$ cat src/inc/visu_regs.vh
// Purpose: register offsets, field positions, reset values and timing counts
// Assumes: 8-bit i/o bus of the core, 40 MHz clock
// Notes: definitions only
`ifndef VISU_REGS_VH
`define VISU_REGS_VH

// ==========================================================
// i/o offsets
`define VISU_IO_EXT_FLAG 6'h3a
`define VISU_IO_TIMER_IRQ_MASK 6'h39
`define VISU_IO_STACK_POINTER 6'h3d
`define VISU_IO_STATUS_REG 6'h3f

// ==========================================================
// field positions
`define VISU_EXT0_FLAG_BIT 6
`define VISU_T1_OVF_EN_BIT 7
`define VISU_T1_CMP_EN_BIT 6
`define VISU_T1_CAP_EN_BIT 3
`define VISU_T0_OVF_EN_BIT 1
`define VISU_GLOBAL_EN_BIT 7
`define VISU_TIMER_IRQ_MASK_WMASK 8'hca
`define VISU_EXT_FLAG_RMASK 8'h40

// ==========================================================
// reset values
`define VISU_TIMER_IRQ_MASK_RESET 8'h00
`define VISU_SP_RESET 8'h00
`define VISU_STATUS_RESET 8'h00

// ==========================================================
// vectors and timing
`define VISU_NUM_VEC 14
`define VISU_VEC_RESET 12'h000
`define VISU_RST_MIN_NS 50
`define VISU_CLK_MHZ 40
`define VISU_TOUT_CYCLES 16384

`endif

$ cat src/rtl/visu_core.v
// Purpose: vectored reset/interrupt unit with stack pointer for an 8-bit core
// Assumes: core sequencer gives one-cycle strobes; i/o bus on clk
// Notes: reset pin is asynchronous; core held until time-out expires
`timescale 1ns/1ps
`default_nettype none
`include "visu_regs.vh"
module visu_core #(
  parameter TOUT_CYCLES = `VISU_TOUT_CYCLES
) (
  // clock and resets
  input wire clk,
  input wire rst,
  input wire reset_pin_n,
  input wire por_event,
  input wire brownout_event,
  input wire watchdog_event,
  // external interrupt pins
  input wire ext_irq0,
  input wire ext_irq1,
  // ext_irq0 sense configuration: 1 = flag held clear, no request; else edge
  input wire ext0_level_mode,
  input wire ext0_rising,
  input wire ext1_enable,
  // peripheral requests, same clock, level flags
  input wire t1_cap_flag,
  input wire t1_cmp_flag,
  input wire t1_ovf_flag,
  input wire t0_ovf_flag,
  input wire spi_done,
  input wire rx_done,
  input wire tx_reg_empty,
  input wire tx_done,
  input wire adc_done,
  input wire nv_ready,
  input wire comparator_event,
  input wire [8:0] periph_enable,
  // core sequencer
  input wire instr_boundary,
  input wire [11:0] return_pc,
  input wire push_byte,
  input wire pop_byte,
  input wire call_push,
  input wire sub_return_instr,
  input wire irq_return_instr,
  // i/o bus of the core
  input wire [5:0] io_addr,
  input wire io_wr,
  input wire io_rd,
  input wire [7:0] io_wdata,
  output reg [7:0] io_rdata,
  // to the core
  output reg core_reset,
  output reg pc_load,
  output reg [11:0] pc_vector,
  output reg push_ret,
  output reg [11:0] push_addr,
  output reg [7:0] stack_pointer,
  output reg global_en,
  output reg ext0_flag
);
  // ==========================================================
  // pin synchronisers
  wire rst_pin_s;
  wire irq0_s;
  wire irq1_s;

  visu_sync2 #(.INIT(1'b1)) u_sync_rst (
    .clk(clk),
    .rst(rst),
    .din(reset_pin_n),
    .dout(rst_pin_s)
  );
  visu_sync2 #(.INIT(1'b0)) u_sync_i0 (
    .clk(clk),
    .rst(rst),
    .din(ext_irq0),
    .dout(irq0_s)
  );
  visu_sync2 #(.INIT(1'b0)) u_sync_i1 (
    .clk(clk),
    .rst(rst),
    .din(ext_irq1),
    .dout(irq1_s)
  );

  // ==========================================================
  // reset and start-up delay
  localparam CW = 24;
  reg [CW-1:0] tout_cnt;
  reg irq0_prev;
  reg [7:0] timer_irq_mask;
  wire any_reset;
  wire pin_arst;

  // all reset kinds share one vector
  assign any_reset = ~rst_pin_s | por_event | brownout_event | watchdog_event;

  // pin low resets with no clock
  // release is safe: the synced copy keeps any_reset high two more edges
  assign pin_arst = rst | ~reset_pin_n;

  always @(posedge clk or posedge pin_arst) begin
    if (pin_arst) begin
      tout_cnt <= {CW{1'b0}};
      core_reset <= 1'b1;
    end else if (any_reset) begin
      tout_cnt <= {CW{1'b0}};
      core_reset <= 1'b1;
    end else if (core_reset) begin
      if (tout_cnt >= TOUT_CYCLES[CW-1:0] - 1'b1) begin
        core_reset <= 1'b0;
      end else begin
        tout_cnt <= tout_cnt + 1'b1;
      end
    end
  end

  // ==========================================================
  // request gathering
  // thirteen sources, index 0 is vector 001
  wire [12:0] req;
  wire pick_any;
  wire [3:0] pick_idx;
  wire can_take;

  assign req[0] = ext0_flag & periph_enable[0];
  assign req[1] = irq1_s & ext1_enable;
  assign req[2] = t1_cap_flag & timer_irq_mask[`VISU_T1_CAP_EN_BIT];
  assign req[3] = t1_cmp_flag & timer_irq_mask[`VISU_T1_CMP_EN_BIT];
  assign req[4] = t1_ovf_flag & timer_irq_mask[`VISU_T1_OVF_EN_BIT];
  assign req[5] = t0_ovf_flag & timer_irq_mask[`VISU_T0_OVF_EN_BIT];
  assign req[6] = spi_done & periph_enable[1];
  assign req[7] = rx_done & periph_enable[2];
  assign req[8] = tx_reg_empty & periph_enable[3];
  assign req[9] = tx_done & periph_enable[4];
  assign req[10] = adc_done & periph_enable[5];
  assign req[11] = nv_ready & periph_enable[6];
  assign req[12] = comparator_event & periph_enable[7];

  visu_prio #(.N(13)) u_prio (
    .req(req),
    .any(pick_any),
    .idx(pick_idx)
  );

  assign can_take = global_en & pick_any & instr_boundary & ~core_reset & ~pc_load;

  // ==========================================================
  // ext0 flag
  wire ext0_edge;
  wire ext0_clr_wr;
  wire ext0_enter;

  assign ext0_edge = ext0_rising ? (irq0_s & ~irq0_prev) : (~irq0_s & irq0_prev);
  assign ext0_clr_wr = io_wr & (io_addr == `VISU_IO_EXT_FLAG) &
                       io_wdata[`VISU_EXT0_FLAG_BIT];
  assign ext0_enter = can_take & (pick_idx == 4'h0);

  always @(posedge clk or posedge rst) begin
    if (rst) begin
      irq0_prev <= 1'b0;
      ext0_flag <= 1'b0;
    end else begin
      irq0_prev <= irq0_s;
      if (ext0_level_mode) begin
        ext0_flag <= 1'b0;
      // edge sets flag, set beats clear
      end else if (ext0_edge) begin
        ext0_flag <= 1'b1;
      end else if (ext0_enter | ext0_clr_wr) begin
        ext0_flag <= 1'b0;
      end
    end
  end

  // ==========================================================
  // vector entry, global enable, stack
  reg [7:0] next_sp;

  always @* begin
    next_sp = stack_pointer;
    if (can_take | call_push) begin
      next_sp = stack_pointer - 8'h02;
    end else if (sub_return_instr | irq_return_instr) begin
      next_sp = stack_pointer + 8'h02;
    end else if (push_byte) begin
      next_sp = stack_pointer - 8'h01;
    end else if (pop_byte) begin
      next_sp = stack_pointer + 8'h01;
    end
  end

  always @(posedge clk or posedge pin_arst) begin
    if (pin_arst) begin
      pc_load <= 1'b1;
      pc_vector <= `VISU_VEC_RESET;
      push_ret <= 1'b0;
      push_addr <= 12'h000;
      stack_pointer <= `VISU_SP_RESET;
      global_en <= 1'b0;
      timer_irq_mask <= `VISU_TIMER_IRQ_MASK_RESET;
    end else if (core_reset) begin
      // reset vector 000 held while in reset
      pc_load <= 1'b1;
      pc_vector <= `VISU_VEC_RESET;
      push_ret <= 1'b0;
      global_en <= 1'b0;
      timer_irq_mask <= `VISU_TIMER_IRQ_MASK_RESET;
    end else begin
      pc_load <= 1'b0;
      push_ret <= 1'b0;
      if (can_take) begin
        pc_load <= 1'b1;
        pc_vector <= {8'h00, pick_idx} + 12'h001;
        push_ret <= 1'b1;
        push_addr <= return_pc;
        global_en <= 1'b0;
      end else if (irq_return_instr) begin
        global_en <= 1'b1;
      end else if (io_wr & (io_addr == `VISU_IO_STATUS_REG)) begin
        global_en <= io_wdata[`VISU_GLOBAL_EN_BIT];
      end
      if (io_wr & (io_addr == `VISU_IO_STACK_POINTER)) begin
        stack_pointer <= io_wdata;
      end else begin
        stack_pointer <= next_sp;
      end
      if (io_wr & (io_addr == `VISU_IO_TIMER_IRQ_MASK)) begin
        timer_irq_mask <= io_wdata & `VISU_TIMER_IRQ_MASK_WMASK;
      end
    end
  end

  // ==========================================================
  // read port, registered
  always @(posedge clk or posedge rst) begin
    if (rst) begin
      io_rdata <= 8'h00;
    end else if (io_rd) begin
      case (io_addr)
        // flag at bit 6, rest zero
        `VISU_IO_EXT_FLAG: io_rdata <= {1'b0, ext0_flag, 6'h00};
        `VISU_IO_TIMER_IRQ_MASK: io_rdata <= timer_irq_mask;
        `VISU_IO_STACK_POINTER: io_rdata <= stack_pointer;
        `VISU_IO_STATUS_REG: io_rdata <= {global_en, 7'h00};
        default: io_rdata <= 8'h00;
      endcase
    end
  end
endmodule
`default_nettype wire

$ cat src/rtl/visu_prio.v
// Purpose: fixed-priority pick of the lowest-numbered pending vector
// Assumes: bit 0 of req is vector 1
// Notes: combinational
`timescale 1ns/1ps
`default_nettype none
module visu_prio #(
  parameter N = 13
) (
  // request vector
  input wire [N-1:0] req,
  // result
  output reg any,
  output reg [3:0] idx
);
  integer i;

  always @* begin
    any = 1'b0;
    idx = 4'h0;
    // lowest index wins, so scan from the top down
    for (i = N - 1; i >= 0; i = i - 1) begin
      if (req[i]) begin
        any = 1'b1;
        idx = i[3:0];
      end
    end
  end
endmodule
`default_nettype wire

$ cat src/rtl/visu_sync2.v
// Purpose: two-flop synchroniser for one pin level
// Assumes: input is asynchronous to clk
// Notes: reset value is a parameter constant
`timescale 1ns/1ps
`default_nettype none
module visu_sync2 #(
  parameter [0:0] INIT = 1'b0
) (
  // clock and reset
  input wire clk,
  input wire rst,
  // level
  input wire din,
  output reg dout
);
  reg meta;

  always @(posedge clk or posedge rst) begin
    if (rst) begin
      meta <= INIT;
      dout <= INIT;
    end else begin
      meta <= din;
      dout <= meta;
    end
  end
endmodule
`default_nettype wire

$ cat config.mk
export PLATFORM = sky130hd
export DESIGN_NAME = visu_core
export DESIGN_NICKNAME = d
export VERILOG_FILES = /design/src/rtl/visu_core.v /design/src/rtl/visu_prio.v /design/src/rtl/visu_sync2.v
export VERILOG_INCLUDE_DIRS = /design/src /design/src/inc
export SDC_FILE = /design/constraint.sdc
export NUM_CORES = 1
export LEC_CHECK = 0
export BUFFER_PORTS_ARGS = -buffer_cell sky130_fd_sc_hd__buf_2
export CORE_MARGIN = 2
export CORE_UTILIZATION = 41
export DETAILED_ROUTE_END_ITERATION = 8
export HOLD_SLACK_MARGIN = 0.06
export MAX_ROUTING_LAYER = met4
export PLACE_DENSITY = 0.64
export SYNTH_ARGS = -nofsm -noshare
export SYNTH_HDL_FRONTEND = slang
export SYNTH_SLANG_ARGS = --single-unit
export TNS_END_PERCENT = 50
$ cat constraint.sdc
create_clock -name clk -period 4.3 [get_ports clk]
set_input_delay 0.645 -clock clk [delete_from_list [all_inputs] [get_ports clk]]
set_output_delay 0.645 -clock clk [all_outputs]
set_load 0.02 [all_outputs]
# After elaboration in Yosys (flattened, before gate mapping)
# Cells that the tools add are included.
word_totals:
  input_bits: 65
  out_inout_bits: 45
  elab_cells: 131
  register_bits: 84
op_classes:
  reduce_logical: 10
  addsub: 6
  bitwise: 38
  n_eq_ne: 5
  order_cmp: 1
  n_mux: 53
op_table:
  columns: ["cell", "count"]
  rows:
  - ["2-to-1 mux 24 bit", 3]
  - ["2-to-1 mux 8 bit", 7]
  - ["2-to-1 mux 4 bit", 13]
  - ["one-hot mux 8 bit (4 select lines)", 1]
  - ["2-to-1 mux 1 bit", 27]
  - ["bitwise AND 1 bit", 25]
  - ["adder 24 x 1 -> 24 bit (second input constant)", 1]
  - ["== test 6 bit (second input constant)", 4]
  - [">= comparator 24 x 14 -> 1 bit (second input constant)", 1]
  - ["2-to-1 mux 12 bit", 2]
  - ["adder 8 x 1 -> 8 bit (second input constant)", 1]
  - ["adder 8 x 2 -> 8 bit (second input constant)", 1]
  - ["subtractor 8 x 1 -> 8 bit (second input constant)", 1]
  - ["subtractor 8 x 2 -> 8 bit (second input constant)", 1]
  - ["bitwise OR 1 bit", 7]
  - ["inverter 1 bit", 6]
  - ["AND reduction 2 bit", 3]
  - ["nonzero test 2 bit", 3]
  - ["adder 4 x 1 -> 5 bit (second input constant)", 1]
  - ["nonzero test 5 bit", 1]
  - ["zero test 4 bit", 1]
  - ["nonzero test 4 bit", 1]
  - ["nonzero test 3 bit", 1]
  - ["!= test 2 bit (second input constant)", 1]

# Depth between registers and ports, before layout
logic_depth:
  word_depth: 23
  mapped_depth: 11
  mapped_depth_nobuf: 11

# By module
# A second synthesis with hierarchy kept.
hier_totals:
  hier_cells: 454
  area_unflattened_um2: 4170.2
by_module_without_submodules:
  columns: ["module", "cells_per_inst", "area_per_inst_um2", "n_inst", "seq_area_each_um2"]
  rows:
  - ["visu_core", 421, 3849.9, 1, 1679.1]
  - ["visu_prio", 24, 156.4, 1, 0.0]
  - ["visu_sync2 (u_sync_i0 ...)", 3, 53.8, 2, 50.0]
  - ["visu_sync2 (u_sync_rst)", 3, 56.3, 1, 52.6]

# Least setup slack after synthesis
# No wires, ideal clock.
synth_timing:
  path_kind: "input port to flip-flop"
  start: "input push_byte"
  end: "register stack_pointer[7]"
  path_buffers: 0
  required_ns: 4.180
  setup_time_ns: 0.120
  path_slack_ns: 2.030
  cell_stages: 9
  arrival_time_ns: 2.150
  cell_sequence: "ha_1 -> a211oi_1 -> o21ai_0 -> a31oi_1 -> xnor2_1 -> o21ai_0 -> a21oi_1 -> xnor2_1 -> a31o_1"
synth_via:
  elab_chain_cells: 4
  word_cells_on_any_way: 6
  cone_classes: "mux: 4; reduce/logical: 2"
synth_rtl:
  columns: ["element", "line", "rtl"]
  rows:
  - ["start: declaration", "visu_core.v:40", "input wire push_byte,"]
  - ["2-to-1 mux 8 bit", "visu_core.v:186", "end else if (push_byte) begin"]
  - ["2-to-1 mux 8 bit", "visu_core.v:184", "end else if (sub_return_instr | irq_return_instr) begin"]
  - ["2-to-1 mux 8 bit", "visu_core.v:182", "if (can_take | call_push) begin"]
  - ["2-to-1 mux 8 bit", "visu_core.v:223", "if (io_wr & (io_addr == `VISU_IO_STACK_POINTER)) begin"]
  - ["end signal: assignment", "visu_core.v:199", "stack_pointer <= `VISU_SP_RESET;"]
  - ["end signal: assignment", "visu_core.v:224", "stack_pointer <= io_wdata;"]
  - ["end signal: assignment", "visu_core.v:226", "stack_pointer <= next_sp;"]
  - ["end: declaration", "visu_core.v:57", "output reg [7:0] stack_pointer,"]
# Parallel ways exist; a longest one is shown, timed or not.
# A chain may end at the register's enable or synchronous reset.

# Worst setup path after layout
layout_timing:
  start: "register core_reset"
  end: "register stack_pointer[7]"
layout_via:
  elab_chain_cells: 6
  word_cells_on_any_way: 8
  cone_classes: "mux: 2; bitwise: 4; reduce/logical: 2"
layout_rtl:
  columns: ["element", "line", "rtl"]
  rows:
  - ["start: declaration", "visu_core.v:52", "output reg core_reset,"]
  - ["start signal: assignment", "visu_core.v:105", "core_reset <= 1'b1;"]
  - ["start signal: assignment", "visu_core.v:108", "core_reset <= 1'b1;"]
  - ["start signal: assignment", "visu_core.v:111", "core_reset <= 1'b0;"]
  - ["inverter 1 bit (no line) (*)", null, null]
  - ["bitwise AND 1 bit (2 in series)", "visu_core.v:146", "assign can_take = global_en & pick_any & instr_boundary & ~core_reset & ~pc_load;"]
  - ["bitwise OR 1 bit", "visu_core.v:182", null]
  - ["nonzero test 5 bit (no line) / 2-to-1 mux 8 bit (equally long branches)", null, null]
  - ["AND reduction 2 bit (no line) / 2-to-1 mux 8 bit (equally long branches)", null, null]
# Mark *: on every way between the ends. The rest lies on a longest branch, timed or not.

==> impl_metrics.py <==
metrics = {
    "power_and_ir_drop": {
        "pwr-share-clk_pct": 38.1,
        "switchingPower_w": 0.000436,
        "p_seq_share_pct": 47.9,
        "combPwrFrac_pct": 14.1,
        "internal_power_w": 0.00106,
        "powerDensity_mw_per_mm2": 315,
        "vdd_drop_max_uv": 179,
        "power.share.switching_pct": 29.0,
        "p_leak_nw": 2.24,
    },
    "timing": {
        "finalHoldViolations": 0,
        "final.setup_skew_ps": 13.8,
        "relSlewSlack_pct": 34.4,
        "clock.fmax_ghz": 0.338,
        "drv_slew": 0,
        "final.setup.tns_ps": 0,
        "setup_viol": 0,
        "period_minus_slack_ps": 2960,
        "grt_setup_unrepaired": "no",
        "min_period_over_period_pct": 68.8,
        "tightest_slew_ps": 980,
    },
    "critical_path": {
        "r2r-start": "core_reset",
        "slowest_delay_ps": 720,
        "critPathKind": "flip-flop to flip-flop",
        "r2r_cells": 7,
        "startpoint": "core_reset",
        "critical_path_required_ps": 4540,
        "worstSetupEndpoint": "stack_pointer[7]",
        "endpoint_kind": "flip-flop",
        "cp.arrival_ps": 3200,
        "worstPathMaxFanout": 15,
        "worstPathCellList": "and4bb_2, nor2_1, a31oi_1, nor2_1, a31oi_2, a21oi_1, a31o_1",
        "path_common_cell": "nor2_1",
        "startpoint_type": "flip-flop",
        "r2r_slack_ps": 1340,
        "worst_path_max_delay_cell": "a31oi_1",
        "reg2reg_to": "stack_pointer[7]",
    },
    "clocking": {
        "postCtsSetupBuffers": 0,
        "postCtsHoldBufs": 0,
        "cts_made_buffers": 9,
        "htree_levels": 3,
        "cts_tree": "built",
        "clk_pin_slew_ps": 90,
        "cts_root_buf": "clkbuf_8",
        "cts_max_path_buffers": 2,
        "ctsResizeCount": 0,
        "insertion_delay_ps": 350,
        "cts_num_sinks": 73,
    },
    "logic_synthesis": {
        "synth_edf_count": 0,
        "ys_types": 58,
        "synth.top_cell.area_share_pct": 43.6,
        "ys_warn_count": 0,
        "syn-cell-area_mm2": 0.00396,
        "synth_largest_area_cell": "dfrtp_1",
        "syn_inst": 408,
        "ys_ff_latch": 73,
        "postSynth.asyncResetShare_pct": 100,
        "synthTopCellsByArea": "dfrtp_1 (44%), nor2_1 (4.6%), ha_1 (3.5%), a21oi_1 (3.0%), nand3_1 (2.9%)",
        "seq_area_frac_synth_pct": 46.2,
        "synth_area_per_cell_um2": 9.71,
        "ys.flop_type": "dfrtp_1",
    },
    "die": {
        "dieArea_mm2": 0.0105,
        "io_pins": 110,
        "initial_core_util_pct": 42.5,
        "chipHeight_um": 102,
        "rows": 35,
        "core_area_mm2": 0.00933,
        "dieWidth_um": 102,
    },
    "placement": {
        "hpwl_um": 7170,
        "routabilityCongestion": 0.869,
        "port_buffers": 101,
    },
    "cells_and_area": {
        "area_growth_pct": 20.1,
        "insertedDiodeCount": 0,
        "nNetsFinal": 583,
        "final_util_pct": 51.0,
        "final_common_cell": "buf_2",
        "mostFrequentLayoutCells": "buf_2 (101), dfrtp_1 (69), nor2_1 (49)",
        "drive_above_1_share_pct": 28.4,
    },
    "global_routing": {
        "grt_pass1_vias": 3193,
        "grt_max_degree": 35,
        "overflow": 0,
        "grt_usage_pct": 19.5,
        "antenna_found_initial": 0,
        "grt_pass1_wl_um": 15400,
    },
    "job": {
        "maxCapViolations": 0,
    },
    "run_status": {
        "outcome": "completed",
    },
    "routing": {
        "drcViolationCount": 0,
        "drt_iter0_markers": 185,
        "vias_per_cell": 5.18,
        "vias": 3316,
        "ant_nets": 0,
        "wire_per_inst_um": 14.9,
        "routed_wl_um": 9530,
        "firstDrtPassIters": 5,
    },
    "min_path": {
        "hold_depth": 0,
        "hold_class": "flip-flop to flip-flop",
    },
}
## cells in the mapped netlist, types with 2 or more instances
library cell	count
nor3_1	8
nor4b_2	2
nand4_1	9
a21oi_1	24
buf_4	7
a311oi_1	2
a22o_1	3
xnor2_1	10
inv_1	16
nand2_1	27
o21ai_0	20
mux2_1	8
o21a_1	2
xor2_1	13
nor4_1	3
nor2_1	49
mux2i_1	5
clkbuf_1	11
nor2b_1	2
nand2b_1	2
and2_1	10
dfrtp_1	69
a22oi_1	5
dfstp_2	4
nand3b_1	3
nand3_1	23
buf_2	2
a31oi_1	6
ha_1	11
mux2_2	8
a31o_2	2
or3_1	2
and3_1	9
a211oi_1	7
## cell type report
cell class | count | area [um2]
clock buffers | 9 | 124
clock inverters | 7 | 83.8
fillers | 887 | 4570
inverters | 17 | 63.8
multi-input cells | 303 | 1980
flip-flops and latches | 73 | 1830
well taps | 129 | 161
repair buffers | 102 | 513
## state kept, by name, indices dropped and copies added (netlist names), 4 cells and up
name / cells
stack_pointer: 8
timer_irq_mask: 4
pc_vector: 5
push_addr: 12
tout_cnt: 24
io_rdata: 8
## stage by stage
| step | setup slack [ps] | cells | hold slack (ps) | power (W) | instance area, um2 |
|---|---|---|---|---|---|
| CTS | 1380 | 640 | 356 | 0.00151 | 4760 |
| global route | 1110 | 640 | 365 | 0.00157 | 4760 |
| global placement | 1230 | 624 | 335 | 0.000936 | 4550 |
| finish | 1340 | 640 | 353 | 0.00150 | 4760 |
| detailed placement | 1220 | 624 | 336 | 0.000940 | 4550 |
| floorplan | 171 | 414 | 331 | 0.000867 | 3980 |
## critical path: cells and delay by family, from the launching register on
kind / cells / cell delay, ps
AND/OR/NAND/NOR: 3 / 670
flip-flops: 1 / 460
AO/OA/AOI/OAI: 4 / 1710
## power by group through the flow
stage | registers (W) | logic [W] | clock network, W
after detailed placement | 0.000731 | 0.000209 | 0
after floorplan | 0.000731 | 0.000136 | 0
after CTS | 0.000718 | 0.000211 | 0.000585
final | 0.000718 | 0.000211 | 0.000571
after global placement | 0.000730 | 0.000205 | 0
after global routing | 0.000721 | 0.000236 | 0.000613
## routing by layer
| metal | vias to the layer above | GRT usage, % | wire length (um) |
|---|---|---|---|
| met5 | - | - | 0 |
| met4 | 0 | 5.85 | 149 |
| met3 | 11 | 4.10 | 519 |
| met2 | 94 | 30.8 | 4510 |
| met1 | 1573 | 25.5 | 4350 |
| li1 | 1638 | - | - |
## logic make-up (layout without fill, tap and decap cells)
| family | Yosys count | count (layout) | synth area share [%] |
|---|---|---|---|
| flops | 73 | 73 | 46.2 |
| xor+xnor | 23 | 23 | 5.09 |
| fa+ha+maj | 12 | 12 | 3.98 |
| simple gates | 155 | 155 | 19.9 |
| mux | 21 | 21 | 5.81 |
| buf+inv | 38 | 135 | 4.52 |
| compound gates | 85 | 85 | 14.4 |
| other cells | 1 | 7 | 0.0947 |
## how the worst min path moves through the flow
stage	from	endpoint	slack, ps
CTS	u_sync_i1.meta	u_sync_i1.dout	360
finish	u_sync_i1.meta	u_sync_i1.dout	350
detailed placement	u_sync_i1.meta	u_sync_i1.dout	340
global route	u_sync_rst.meta	u_sync_rst.dout	370
floorplan	u_sync_i0.meta	u_sync_i0.dout	330
global placement	u_sync_i1.meta	u_sync_i1.dout	330
Note: power is estimated with default switching activity, not from simulation.
